## config.mk

```make
export PLATFORM = sky130hd
export DESIGN_NAME = eic_core
export DESIGN_NICKNAME = d
export VERILOG_FILES = /design/src/eic_pkg.sv /design/src/eic_alu.sv /design/src/eic_ptr.sv /design/src/eic_core.sv
export SDC_FILE = /design/constraint.sdc
export NUM_CORES = 2
export LEC_CHECK = 0
export ABC_AREA = 1
export BUFFER_PORTS_ARGS = -buffer_cell sky130_fd_sc_hd__buf_2
export CAP_MARGIN = 5
export CELL_PAD_IN_SITES_DETAIL_PLACEMENT = 1
export CELL_PAD_IN_SITES_GLOBAL_PLACEMENT = 1
export CORE_ASPECT_RATIO = 1.25
export CORE_MARGIN = 1.5
export CORE_UTILIZATION = 50
export DETAILED_ROUTE_END_ITERATION = 12
export HOLD_SLACK_MARGIN = 0.06
export PLACE_DENSITY_LB_ADDON = 0.2
export SLEW_MARGIN = 10
export SYNTH_ARGS = -nofsm -noshare
export SYNTH_HDL_FRONTEND = slang
export SYNTH_SLANG_ARGS = --single-unit
```

## constraint.sdc

```tcl
create_clock -name pclk -period 11.4 [get_ports pclk]
set_clock_uncertainty 0.2 [all_clocks]
set_input_delay 0.57 -clock pclk [delete_from_list [all_inputs] [get_ports pclk]]
set_output_delay 0.57 -clock pclk [all_outputs]
set_load 0.1 [all_outputs]
```

## src/eic_pkg.sv

```systemverilog
`default_nettype none
package eic_pkg;
  localparam int INSTR_W = 14;
  localparam int PC_W = 15;
  localparam int DATA_W = 8;
  localparam int FADDR_W = 7;
  localparam int PTR_W = 16;
  localparam int STACK_DEPTH_DEF = 16;
  localparam int Q_PHASES = 4;
  localparam logic [1:0] Q_LAST = 2'(Q_PHASES - 1);
  localparam int APB_AW = 8;

  // Word field positions
  localparam int CLS_HI = 13;
  localparam int CLS_LO = 12;
  localparam int OP_HI = 11;
  localparam int OP_LO = 8;
  localparam int BOP_HI = 11;
  localparam int BOP_LO = 10;
  localparam int B_HI = 9;
  localparam int B_LO = 7;
  localparam int D_POS = 7;
  localparam int JMP_SEL = 11;
  localparam int K11_HI = 10;
  localparam int N_POS = 2;
  localparam int PMEM_BIT = 15;

  typedef enum logic [2:0] {
    CLS_BYTE = 3'b001,
    CLS_BIT = 3'b010,
    CLS_LIT = 3'b100
  } eic_class_e;

  typedef enum logic [2:0] {
    ST_EXEC = 3'b001,
    ST_PMEM = 3'b010,
    ST_FLUSH = 3'b100
  } eic_state_e;

  // Byte-class operations, also the ALU operation codes
  localparam logic [3:0] OP_MOVWF = 4'h0;
  localparam logic [3:0] OP_CLR = 4'h1;
  localparam logic [3:0] OP_SUB = 4'h2;
  localparam logic [3:0] OP_DEC = 4'h3;
  localparam logic [3:0] OP_IOR = 4'h4;
  localparam logic [3:0] OP_AND = 4'h5;
  localparam logic [3:0] OP_XOR = 4'h6;
  localparam logic [3:0] OP_ADD = 4'h7;
  localparam logic [3:0] OP_MOVF = 4'h8;
  localparam logic [3:0] OP_COM = 4'h9;
  localparam logic [3:0] OP_INC = 4'ha;
  localparam logic [3:0] OP_DECSZ = 4'hb;
  localparam logic [3:0] OP_RRF = 4'hc;
  localparam logic [3:0] OP_RLF = 4'hd;
  localparam logic [3:0] OP_SWAP = 4'he;
  localparam logic [3:0] OP_INCSZ = 4'hf;

  // Bit-class operations
  localparam logic [1:0] BOP_CLEAR = 2'h0;
  localparam logic [1:0] BOP_SET = 2'h1;
  localparam logic [1:0] BOP_SKIP_CLR = 2'h2;
  localparam logic [1:0] BOP_SKIP_SET = 2'h3;

  // Literal/control operations
  localparam logic [3:0] LIT_LOADW = 4'h0;
  localparam logic [3:0] LIT_ADDW = 4'h1;
  localparam logic [3:0] LIT_ANDW = 4'h2;
  localparam logic [3:0] LIT_XORW = 4'h3;
  localparam logic [3:0] LIT_EXIT = 4'h4;
  localparam logic [3:0] LIT_RELJMP = 4'h5;
  localparam logic [3:0] LIT_PTR_RD = 4'h6;
  localparam logic [3:0] LIT_PTR_WR = 4'h7;
  localparam logic [3:0] LIT_RETURN = 4'h8;
  localparam logic [3:0] LIT_IEXIT = 4'h9;
  localparam logic [3:0] LIT_ACCJMP = 4'ha;
  localparam logic [3:0] LIT_ACCCALL = 4'hb;
  localparam logic [3:0] LIT_SLEEP = 4'hc;
  localparam logic [3:0] LIT_WDTCLR = 4'hd;

  // Pointer update modes
  localparam logic [1:0] MM_PRE_INC = 2'h0;
  localparam logic [1:0] MM_PRE_DEC = 2'h1;
  localparam logic [1:0] MM_POST_INC = 2'h2;
  localparam logic [1:0] MM_POST_DEC = 2'h3;

  // Special file addresses
  localparam logic [6:0] FA_IND0 = 7'h00;
  localparam logic [6:0] FA_IND1 = 7'h01;
  localparam logic [6:0] FA_STATUS = 7'h03;
  localparam logic [6:0] FA_PTR0_LO = 7'h04;
  localparam logic [6:0] FA_PTR0_HI = 7'h05;
  localparam logic [6:0] FA_PTR1_LO = 7'h06;
  localparam logic [6:0] FA_PTR1_HI = 7'h07;
  localparam logic [6:0] FA_WREG = 7'h09;

  // Status byte bit positions
  localparam int ST_C = 0;
  localparam int ST_DC = 1;
  localparam int ST_Z = 2;
  localparam int ST_SLEEP = 3;
  localparam int ST_WDT = 4;

  // APB map
  localparam logic [7:0] A_CTRL = 8'h00;
  localparam logic [7:0] A_STATUS = 8'h04;
  localparam logic [7:0] A_WREG = 8'h08;
  localparam logic [7:0] A_PC = 8'h0c;
  localparam logic [7:0] A_IR = 8'h10;
  localparam logic [7:0] A_CYCLES = 8'h14;
  localparam logic [7:0] A_RETIRED = 8'h18;
  localparam logic [7:0] A_READS = 8'h1c;
  localparam int CTRL_RUN = 0;
  localparam int CTRL_GIE = 1;
  localparam int STAT_Q_LO = 8;
  localparam int STAT_ST_LO = 16;
  localparam int PC_SP_LO = 16;
endpackage : eic_pkg
`default_nettype wire

```

## src/eic_alu.sv

```systemverilog
`default_nettype none
module eic_alu import eic_pkg::*; (
  // Operation and operands
  input wire logic [3:0] op,
  input wire logic [7:0] a,
  input wire logic [7:0] w,
  input wire logic c_in,
  // Result and flags
  output logic [7:0] y,
  output logic c_out,
  output logic dc_out,
  output logic upd_c,
  output logic upd_dc,
  output logic upd_z
);
  logic [8:0] sum;
  logic [4:0] nib;

  always_comb begin
    sum = 9'h000;
    nib = 5'h00;
    y = a;
    c_out = c_in;
    dc_out = 1'b0;
    upd_c = 1'b0;
    upd_dc = 1'b0;
    upd_z = 1'b1;
    unique case (op)
      OP_MOVWF: begin
        y = w;
        upd_z = 1'b0;
      end
      OP_CLR: y = 8'h00;
      OP_SUB, OP_ADD: begin
        // Subtract is add of the complement plus one, so carry means no borrow
        sum = (op == OP_SUB) ? ({1'b0, a} + {1'b0, ~w} + 9'h001) : ({1'b0, a} + {1'b0, w});
        nib = (op == OP_SUB) ? ({1'b0, a[3:0]} + {1'b0, ~w[3:0]} + 5'h01)
                             : ({1'b0, a[3:0]} + {1'b0, w[3:0]});
        y = sum[7:0];
        c_out = sum[8];
        dc_out = nib[4];
        upd_c = 1'b1;
        upd_dc = 1'b1;
      end
      OP_DEC: y = a - 8'h01;
      OP_IOR: y = a | w;
      OP_AND: y = a & w;
      OP_XOR: y = a ^ w;
      OP_MOVF: y = a;
      OP_COM: y = ~a;
      OP_INC: y = a + 8'h01;
      OP_DECSZ: begin
        y = a - 8'h01;
        upd_z = 1'b0;
      end
      OP_RRF: begin
        y = {c_in, a[7:1]};
        c_out = a[0];
        upd_c = 1'b1;
        upd_z = 1'b0;
      end
      OP_RLF: begin
        y = {a[6:0], c_in};
        c_out = a[7];
        upd_c = 1'b1;
        upd_z = 1'b0;
      end
      OP_SWAP: begin
        y = {a[3:0], a[7:4]};
        upd_z = 1'b0;
      end
      OP_INCSZ: begin
        y = a + 8'h01;
        upd_z = 1'b0;
      end
    endcase
  end
endmodule // eic_alu
`default_nettype wire

```

## src/eic_ptr.sv

```systemverilog
`default_nettype none
module eic_ptr import eic_pkg::*; #(
  parameter int PW = PTR_W
) (
  // Clock and reset
  input wire logic pclk,
  input wire logic presetn,
  // Byte loads from file writes
  input wire logic ld_lo,
  input wire logic ld_hi,
  input wire logic [7:0] wdata,
  // Auto update
  input wire logic step,
  input wire logic [1:0] mode,
  // Pointer value and address used by the access
  output logic [PW-1:0] ptr_reg,
  output logic [PW-1:0] eff
);
  logic [PW-1:0] upd;
  logic post;

  always_comb begin
    upd = ((mode == MM_PRE_DEC) || (mode == MM_POST_DEC)) ? ptr_reg - PW'(1)
                                                         : ptr_reg + PW'(1);
    post = (mode == MM_POST_INC) || (mode == MM_POST_DEC);
    eff = post ? ptr_reg : upd;
  end

  always_ff @(posedge pclk or negedge presetn) begin
    if (!presetn) begin
      ptr_reg <= '0;
    end else if (ld_lo) begin
      ptr_reg[7:0] <= wdata;
    end else if (ld_hi) begin
      ptr_reg[PW-1:8] <= wdata[PW-9:0];
    end else if (step) begin
      ptr_reg <= upd;
    end
  end
endmodule // eic_ptr
`default_nettype wire

```

## src/eic_core.sv

```systemverilog
`default_nettype none
module eic_core import eic_pkg::*; #(
  parameter int STACK_DEPTH = STACK_DEPTH_DEF
) (
  // Clock and reset
  input wire logic pclk,
  input wire logic presetn,
  // APB slave
  input wire logic psel,
  input wire logic penable,
  input wire logic pwrite,
  input wire logic [APB_AW-1:0] paddr,
  input wire logic [31:0] pwdata,
  output logic [31:0] prdata,
  output logic pready,
  output logic pslverr,
  // Program memory
  output logic [PC_W-1:0] pmem_addr,
  input wire logic [INSTR_W-1:0] pmem_rdata
);
  localparam int SPW = $clog2(STACK_DEPTH);

  eic_state_e state_reg;
  logic [1:0] q_reg;
  logic run_reg, gie_reg, c_reg, dc_reg, z_reg, sleep_reg, wdt_reg;
  logic [7:0] w_reg;
  logic [PC_W-1:0] pc_reg;
  logic [INSTR_W-1:0] ir_reg, last_ir_reg;
  logic [SPW-1:0] sp_reg;
  logic [PC_W-1:0] stack [STACK_DEPTH];
  logic [7:0] mem [2**FADDR_W];
  logic [31:0] cyc_cnt_reg, ret_cnt_reg, rd_cnt_reg;

  logic cyc_end, exec, lit, ctl, ind, ptr_op, to_pmem, sel_n, dsel, bit_val;
  logic wr_f, wr_w, two, skip, push, pop, ptr_step, set_gie, do_sleep, do_wdt;
  logic [INSTR_W-1:0] cur;
  eic_class_e cls;
  logic [3:0] op;
  logic [1:0] bop, mm;
  logic [2:0] bpos;
  logic [6:0] fa, tgt;
  logic [7:0] k8, fval, f_new, w_new, bmask, status_byte, alu_a, alu_y;
  logic [3:0] alu_op;
  logic [PC_W-1:0] pc_n, pc_inc;
  logic [PTR_W-1:0] ia;
  logic [PTR_W-1:0] p_val [2];
  logic [PTR_W-1:0] p_eff [2];
  logic alu_c, alu_dc, upd_c, upd_dc, upd_z, alu_used;

  // Instruction cycle phase counter; wraps naturally at four phases
  always_ff @(posedge pclk or negedge presetn) begin
    if (!presetn) begin
      q_reg <= 2'h0;
    end else if (run_reg) begin
      q_reg <= q_reg + 2'h1;
    end
  end
  assign cyc_end = run_reg && (q_reg == Q_LAST);

  // Decode; fields not used by an operation are never looked at, except op, whose bits set the ALU flags of bit operations
  always_comb begin
    cur = (state_reg == ST_PMEM) ? ir_reg : pmem_rdata;
    if (cur[CLS_HI]) begin
      cls = CLS_LIT;
    end else if (cur[CLS_LO]) begin
      cls = CLS_BIT;
    end else begin
      cls = CLS_BYTE;
    end
    lit = (cls == CLS_LIT);
    ctl = lit && cur[CLS_LO];
    op = cur[OP_HI:OP_LO];
    bop = cur[BOP_HI:BOP_LO];
    bpos = cur[B_HI:B_LO];
    dsel = cur[D_POS];
    fa = cur[FADDR_W-1:0];
    k8 = cur[7:0];
    mm = cur[1:0];
    ptr_op = ctl && ((op == LIT_PTR_RD) || (op == LIT_PTR_WR));
    ind = !lit && ((fa == FA_IND0) || (fa == FA_IND1));
    sel_n = ptr_op ? cur[N_POS] : fa[0];
    ia = ptr_op ? p_eff[sel_n] : p_val[sel_n];
    to_pmem = (ind || ptr_op) && ia[PMEM_BIT];
    tgt = (ind || ptr_op) ? ia[FADDR_W-1:0] : fa;
    bmask = 8'h01 << bpos;
  end

  // Read half of every file access, including write-only operations
  always_comb begin
    status_byte = 8'h00;
    status_byte[ST_C] = c_reg;
    status_byte[ST_DC] = dc_reg;
    status_byte[ST_Z] = z_reg;
    status_byte[ST_SLEEP] = sleep_reg;
    status_byte[ST_WDT] = wdt_reg;
    if (to_pmem) begin
      fval = pmem_rdata[7:0];
    end else begin
      unique case (tgt)
        FA_IND0, FA_IND1: fval = 8'h00;
        FA_STATUS: fval = status_byte;
        FA_PTR0_LO: fval = p_val[0][7:0];
        FA_PTR0_HI: fval = p_val[0][PTR_W-1:8];
        FA_PTR1_LO: fval = p_val[1][7:0];
        FA_PTR1_HI: fval = p_val[1][PTR_W-1:8];
        FA_WREG: fval = w_reg;
        default: fval = mem[tgt];
      endcase
    end
    bit_val = fval[bpos];
    alu_used = !lit || (ctl && ((op == LIT_ADDW) || (op == LIT_ANDW) || (op == LIT_XORW)));
    alu_a = lit ? k8 : fval;
    if (!lit) begin
      alu_op = op;
    end else if (op == LIT_ADDW) begin
      alu_op = OP_ADD;
    end else if (op == LIT_ANDW) begin
      alu_op = OP_AND;
    end else begin
      alu_op = OP_XOR;
    end
  end

  eic_alu u_alu (
    .op(alu_op),
    .a(alu_a),
    .w(w_reg),
    .c_in(c_reg),
    .y(alu_y),
    .c_out(alu_c),
    .dc_out(alu_dc),
    .upd_c(upd_c),
    .upd_dc(upd_dc),
    .upd_z(upd_z)
  );

  // Execute: routing, flow change and cycle count of the instruction
  always_comb begin
    pc_inc = pc_reg + PC_W'(1);
    pc_n = pc_inc;
    wr_f = 1'b0;
    wr_w = 1'b0;
    f_new = alu_y;
    w_new = alu_y;
    two = 1'b0;
    skip = 1'b0;
    push = 1'b0;
    pop = 1'b0;
    ptr_step = 1'b0;
    set_gie = 1'b0;
    do_sleep = 1'b0;
    do_wdt = 1'b0;
    unique case (cls)
      CLS_BYTE: begin
        wr_f = dsel || (op == OP_MOVWF);
        wr_w = !wr_f;
        if ((op == OP_DECSZ) || (op == OP_INCSZ)) begin
          two = 1'b1;
          skip = (alu_y == 8'h00);
        end
      end
      CLS_BIT: begin
        unique case (bop)
          BOP_CLEAR: begin
            wr_f = 1'b1;
            f_new = fval & ~bmask;
          end
          BOP_SET: begin
            wr_f = 1'b1;
            f_new = fval | bmask;
          end
          BOP_SKIP_CLR: begin
            two = 1'b1;
            skip = !bit_val;
          end
          BOP_SKIP_SET: begin
            two = 1'b1;
            skip = bit_val;
          end
        endcase
      end
      CLS_LIT: begin
        if (!cur[CLS_LO]) begin
          two = 1'b1;
          push = !cur[JMP_SEL];
          pc_n = {pc_reg[PC_W-1:K11_HI+1], cur[K11_HI:0]};
        end else begin
          case (op)
            LIT_LOADW: begin
              wr_w = 1'b1;
              w_new = k8;
            end
            LIT_ADDW, LIT_ANDW, LIT_XORW: wr_w = 1'b1;
            LIT_EXIT, LIT_RETURN, LIT_IEXIT: begin
              two = 1'b1;
              pop = 1'b1;
              pc_n = stack[sp_reg - SPW'(1)];
              wr_w = (op == LIT_EXIT);
              w_new = k8;
              set_gie = (op == LIT_IEXIT);
            end
            LIT_RELJMP: begin
              two = 1'b1;
              pc_n = pc_inc + PC_W'(signed'(k8));
            end
            LIT_ACCJMP: begin
              two = 1'b1;
              pc_n = pc_inc + PC_W'(w_reg);
            end
            LIT_ACCCALL: begin
              two = 1'b1;
              push = 1'b1;
              pc_n = {pc_reg[PC_W-1:8], w_reg};
            end
            LIT_PTR_RD: begin
              wr_w = 1'b1;
              w_new = fval;
              ptr_step = 1'b1;
            end
            LIT_PTR_WR: begin
              wr_f = 1'b1;
              f_new = w_reg;
              ptr_step = 1'b1;
            end
            LIT_SLEEP: do_sleep = 1'b1;
            LIT_WDTCLR: do_wdt = 1'b1;
            default: ;
          endcase
        end
      end
    endcase
    if (skip) begin
      pc_n = pc_inc + PC_W'(1);
    end
  end

  assign exec = cyc_end && (((state_reg == ST_EXEC) && !to_pmem) || (state_reg == ST_PMEM));

  // Sequencer
  always_ff @(posedge pclk or negedge presetn) begin
    if (!presetn) begin
      state_reg <= ST_EXEC;
      ir_reg <= '0;
      pc_reg <= '0;
      pmem_addr <= '0;
    end else if (cyc_end) begin
      unique case (state_reg)
        ST_EXEC: begin
          if (to_pmem) begin
            state_reg <= ST_PMEM;
            ir_reg <= cur;
            pmem_addr <= ia[PC_W-1:0];
          end else begin
            state_reg <= two ? ST_FLUSH : ST_EXEC;
            pc_reg <= pc_n;
            pmem_addr <= pc_n;
          end
        end
        ST_PMEM: begin
          state_reg <= two ? ST_FLUSH : ST_EXEC;
          pc_reg <= pc_n;
          pmem_addr <= pc_n;
        end
        ST_FLUSH: state_reg <= ST_EXEC;
      endcase
    end
  end

  // Call stack; depth overflow wraps and overwrites the oldest entry
  always_ff @(posedge pclk or negedge presetn) begin
    if (!presetn) begin
      sp_reg <= '0;
    end else if (exec && push) begin
      stack[sp_reg] <= pc_inc;
      sp_reg <= sp_reg + SPW'(1);
    end else if (exec && pop) begin
      sp_reg <= sp_reg - SPW'(1);
    end
  end

  // Write-back; program memory is never written
  always_ff @(posedge pclk) begin
    if (exec && wr_f && !to_pmem && (tgt > FA_WREG)) begin
      mem[tgt] <= f_new;
    end
  end

  always_ff @(posedge pclk or negedge presetn) begin
    if (!presetn) begin
      w_reg <= 8'h00;
      c_reg <= 1'b0;
      dc_reg <= 1'b0;
      z_reg <= 1'b0;
    end else if (exec) begin
      if (wr_w) begin
        w_reg <= w_new;
      end else if (wr_f && !to_pmem && (tgt == FA_WREG)) begin
        w_reg <= f_new;
      end
      // Byte and bit operations drop a direct store to the status byte; only their ALU flag updates apply
      if (alu_used) begin
        c_reg <= upd_c ? alu_c : c_reg;
        dc_reg <= upd_dc ? alu_dc : dc_reg;
        z_reg <= upd_z ? (alu_y == 8'h00) : z_reg;
      end else if (wr_f && !to_pmem && (tgt == FA_STATUS)) begin
        c_reg <= f_new[ST_C];
        dc_reg <= f_new[ST_DC];
        z_reg <= f_new[ST_Z];
      end
    end
  end

  // Expiry and sleep flags are read-only to file writes
  always_ff @(posedge pclk or negedge presetn) begin
    if (!presetn) begin
      sleep_reg <= 1'b1;
      wdt_reg <= 1'b1;
    end else if (exec && (do_sleep || do_wdt)) begin
      sleep_reg <= do_wdt;
      wdt_reg <= 1'b1;
    end
  end

  for (genvar i = 0; i < 2; i++) begin : g_ptr
    logic wr_here;
    assign wr_here = exec && wr_f && !to_pmem;
    eic_ptr u_ptr (
      .pclk(pclk),
      .presetn(presetn),
      .ld_lo(wr_here && (tgt == (i == 0 ? FA_PTR0_LO : FA_PTR1_LO))),
      .ld_hi(wr_here && (tgt == (i == 0 ? FA_PTR0_HI : FA_PTR1_HI))),
      .wdata(f_new),
      .step(exec && ptr_step && (sel_n == 1'(i))),
      .mode(mm),
      .ptr_reg(p_val[i]),
      .eff(p_eff[i])
    );
  end

  // Observation counters
  always_ff @(posedge pclk or negedge presetn) begin
    if (!presetn) begin
      cyc_cnt_reg <= '0;
      ret_cnt_reg <= '0;
      rd_cnt_reg <= '0;
      last_ir_reg <= '0;
    end else begin
      cyc_cnt_reg <= cyc_cnt_reg + {31'h0, cyc_end};
      ret_cnt_reg <= ret_cnt_reg + {31'h0, exec};
      rd_cnt_reg <= rd_cnt_reg + {31'h0, exec && (!lit || ptr_op)};
      if (exec) begin
        last_ir_reg <= cur;
      end
    end
  end

  // APB slave: one wait state, write lands at the completing edge
  logic apb_acc, apb_wr;
  assign apb_acc = psel && penable && !pready;
  assign apb_wr = psel && penable && pready && pwrite && (paddr == A_CTRL);

  always_ff @(posedge pclk or negedge presetn) begin
    if (!presetn) begin
      run_reg <= 1'b0;
      gie_reg <= 1'b0;
    end else begin
      if (apb_wr) begin
        run_reg <= pwdata[CTRL_RUN];
      end
      // Hardware set beats a simultaneous software clear
      if (exec && set_gie) begin
        gie_reg <= 1'b1;
      end else if (apb_wr) begin
        gie_reg <= pwdata[CTRL_GIE];
      end
    end
  end

  always_ff @(posedge pclk or negedge presetn) begin
    if (!presetn) begin
      pready <= 1'b0;
      pslverr <= 1'b0;
      prdata <= 32'h0000_0000;
    end else begin
      pready <= apb_acc;
      pslverr <= 1'b0;
      prdata <= 32'h0000_0000;
      if (apb_acc) begin
        unique case (paddr)
          A_CTRL: prdata <= {30'h0, gie_reg, run_reg};
          A_STATUS: prdata <= {13'h0, state_reg, 6'h0, q_reg, status_byte};
          A_WREG: prdata <= {24'h0, w_reg};
          A_PC: prdata <= {(PC_SP_LO - SPW)'(0), sp_reg, 1'b0, pc_reg};
          A_IR: prdata <= {18'h0, last_ir_reg};
          A_CYCLES: prdata <= cyc_cnt_reg;
          A_RETIRED: prdata <= ret_cnt_reg;
          A_READS: prdata <= rd_cnt_reg;
          default: pslverr <= 1'b1;
        endcase
      end
    end
  end
endmodule // eic_core
`default_nettype wire

```

==> run summary <==
The flow ran to the end, and the final reports show no timing, DRC or antenna violations. The number of distinct standard cells referenced by the synthesized netlist was 75; the number of flops mapped to enable cells by yosys was 1264. Sequential cells were found to cover 61.6% of the synthesized design area.

STA puts the critical path data required time at 11.93 ns. Ranked by total cell area, the synthesized netlist is headed by sky130_fd_sc_hd__edfxtp_1 (53%), sky130_fd_sc_hd__nand2_1 (11%), sky130_fd_sc_hd__dfrtp_1 (8.4%). The count of buffers added on input and output ports is 77. In this run the clock root is driven by a sky130_fd_sc_hd__clkbuf_16. Synthesis handed over a netlist of 7327 instances. Clock transition at the registers of the reported paths: 0.06 ns. Largest fanout on the critical path: 43. Category of the critical setup timing path: reg -> reg. The floorplan step defined a die boundary enclosing 145000 um2.

By count the netlist is led by sky130_fd_sc_hd__nand2_1 (2171), sky130_fd_sc_hd__edfxtp_1 (1264), sky130_fd_sc_hd__nand3_1 (758). After legalization and detailed placement, the total HPWL measured 156000 um. The async set or reset register ratio after synthesis is 16.1%.

The tightest min-delay check is of the in -> reg type. The instance area after placement came out at 74600 um2. The clock reaches the later pin of the worst-skew pair after 0.83 ns. The run gives 8.36% as the worst relative slew slack. Pin placement for this block handled 108 I/O pins.

The number of hold violations in the final report is 0. The largest registers in the layout are mem (1024), stack (240). Setup violations remaining at the end of the flow were counted as 0. The synthesized netlist occupies a cell area of 71500 um2. The worst setup path is captured at a register. The synthesized design spends more area on one cell type than any other, namely sky130_fd_sc_hd__edfxtp_1. The filler cells instantiated in the layout total 15700. For this run, the detailed router's first-pass iteration total came to 6. For the number of antenna violations at the first check in global routing, the log shows 1. TritonCTS built the clock tree. After global routing the overflow that remains totals 0. The run gives 0 ns as the summed negative setup slack over all endpoints.

The tools report the number of warnings issued by yosys as 0. The tools report the largest buffer count on any clock path as 3. After Yosys synthesis, XOR and XNOR cells account for 1.86% of the synthesized area.

Entering global routing, the biggest net connects 134 pins. Layout overhead on the synthesized area: 11.5%. After synthesis, the largest family of logic cells by area is simple AND/OR/NAND/NOR gates.

Register with the most flip-flops: mem. The count of cells resized by post-cts repair was 0. The logs give 240000 um for the final wirelength and 1.07 ns for the register-to-register setup slack.

Based on the critical path, the design can be clocked at up to 96.8 MHz. The TritonCTS sink count is 1507, and the global placement routability congestion is 0.965. After floorplanning, the core was divided into 155 placement rows. Dividing total power by cell area gives a power density of 160 nW/um2. Detailed routing inserted a total of 56200 vias. The dominant register cell in the synthesized netlist was sky130_fd_sc_hd__edfxtp_1.

The tools report the antenna cell count as 0. The tools report the final count of pins violating max slew as 0. In this run the mean area of a mapped cell was 9.76 um2.

For the pin with the worst max-slew slack, the measured transition is 1.37 ns. After Yosys synthesis, full adders, half adders and majority gates account for 1.71% of the synthesized area. The via count of the first global-routing pass is 58300. The run gives 55.0% as the met2 capacity usage during global routing. Synthesis inferred 1507 register bits. Among the stages of the critical path, the cell type that occurs most often is sky130_fd_sc_hd__nand2_1. The wire length per cell was 25.4 um; the shortest clock period the worst path allows after layout was 10.33 ns.

The register with the most flip-flops in the layout has 1024 of them. The proportion of netlist area held by the largest area contributor came out at 53.1%. In this run the standard cell core region covers 142000 um2. Across the run, the number of max-cap violations was 0.

The detailed router finished its first iteration with 5167 violations. The run gives 0 as the antenna violation net count after detailed routing. STA classifies the critical path startpoint as a register. Setup repair after global routing left no endpoint under its margin. The static leakage power is 33.5 nW. The overall die width was 341 um; the fraction of the cycle the final worst path needs was 90.7%. The simple-gate share of the synthesized area is 21.2%. For the met3 track utilization from global routing, the log shows 4.78%.

The share of cell area taken by muxes after synthesis came out at 0.0734%. For this run, the slowest stage of the critical path takes 0.69 ns. Global routing consumed, on the met1 layer, 42.2% of the routing resources. The level count of the clock H-tree is 4, and the compound-gate portion of the synthesized area is 7.60%. The worst ir drop on vdd was 158 uV; the global-route wire length before repair was 360000 um. The post-route netlist has 7.63% of its cells at a drive strength greater than 1. For the endpoint arrival time on the critical path, the log shows 10.86 ns. After detailed routing, the number of vias per cell comes to 5.93. For the combined global-route utilization of all metal layers, the log shows 32.9%. The effective utilization at floorplan was 50.3%.

The tools report the final instance area as 79800 um2. The slowest library cell on the worst path was sky130_fd_sc_hd__o21ai_2. The die span in y is 426 um, and the TritonCTS buffer count is 154. In this run the most used layer during global routing was met2.

Library cell with the highest instance count after synthesis: sky130_fd_sc_hd__nand2_1. In the routed design, unresolved DRC markers number 0. At the end of the flow, the number of nets in the layout was 7614.
[path summary, 6_finish.rpt]
kind                                                          to  cells after the start                startpoint
min reg2reg                             rd_cnt_reg[16]$_DFF_PN0_                      1  rd_cnt_reg[16]$_DFF_PN0_
max reg2reg                            pmem_addr[11]$_DFFE_PN0P_                     51  state_reg[2]$_DFFE_PN0P_
min in group asynchronous                       pready$_DFF_PN0_                      2                   presetn
min                                  last_ir_reg[12]$_DFFE_PN0P_                      5            pmem_rdata[12]
max in group asynchronous  g_ptr[1].u_ptr.ptr_reg[6]$_DFFE_PN0P_                      4                   presetn
max                                    pmem_addr[11]$_DFFE_PN0P_                     51  state_reg[2]$_DFFE_PN0P_
[cell type report]
type / instances / area [um2] / area share [%]
well taps: 1884 / 2360 / 2.96
multi-input cells: 4874 / 23600 / 29.6
inverters: 676 / 2550 / 3.19
clock buffers: 191 / 4120 / 5.16
flip-flops and latches: 1507 / 44000 / 55.2
repair buffers: 248 / 2110 / 2.64
clock inverters: 91 / 958 / 1.20
[metal layers]
| layer | vias up | wire [um] |
|---|---|---|
| met5 | - | 13 |
| met4 | 2 | 11700 |
| met3 | 530 | 15300 |
| met2 | 2098 | 117000 |
| met1 | 28500 | 96200 |
| li1 | 25000 | - |
[through the flow]
step           setup slack (ns)  power, W  cells  utilization [%]  hold WS, ns
6_report                   1.07    0.0128   9471             56.0        0.167
5_1_grt                   0.650    0.0131   9471             56.0        0.200
4_1_cts                    1.29    0.0128   9471             56.0       0.0937
3_5_place_dp               1.41   0.00767   9183             52.4        0.257
3_3_place_gp               1.63   0.00762   9183             52.4        0.254
2_1_floorplan              1.35   0.00712   7406                -       0.0744
[critical path, delay by kind of cell, from the launching register on]
family                   cells  cell delay [ns]
AO/OA/AOI/OAI               10             2.20
AND/OR/NAND/NOR             34             5.80
flip-flops                   1             0.43
adder cells (fa/ha/maj)      1             0.31
buffers and inverters        6             1.22
[logic make-up (layout without fill, tap and decap cells)]
kind of cell,after synthesis,after routing
muxes,5,5
buffers and inverters,1025,1206
and+or+nand+nor,3614,3614
xor gates and xnor gates,152,152
DFF,1507,1507
other,1,80
AOI/OAI and AO/OA,929,929
adders and majority gates,94,94
[timing repair]
action	in CTS	in global routing
hold buffers	6	0
endpoints found under the hold margin	98	0
setup buffers	0	0
[cells in the final DEF (no fill, tap or decap), types with 129 or more instances in the layout]
cell	count
sky130_fd_sc_hd__nand2_1	2166
sky130_fd_sc_hd__edfxtp_1	1264
sky130_fd_sc_hd__nand3_1	758
sky130_fd_sc_hd__inv_1	640
sky130_fd_sc_hd__nor2_1	496
sky130_fd_sc_hd__a21oi_1	312
sky130_fd_sc_hd__o21ai_0	266
sky130_fd_sc_hd__dfrtp_1	240
sky130_fd_sc_hd__clkbuf_16	158
sky130_fd_sc_hd__buf_4	132
sky130_fd_sc_hd__xor2_1	129
[where the power goes]
group	switching [W]	internal [W]	total [W]
registers	0.0000120	0.00624	0.00625
clock network	0.00224	0.00293	0.00516
logic	0.00104	0.000298	0.00134
(Power assumes the default switching activity.)
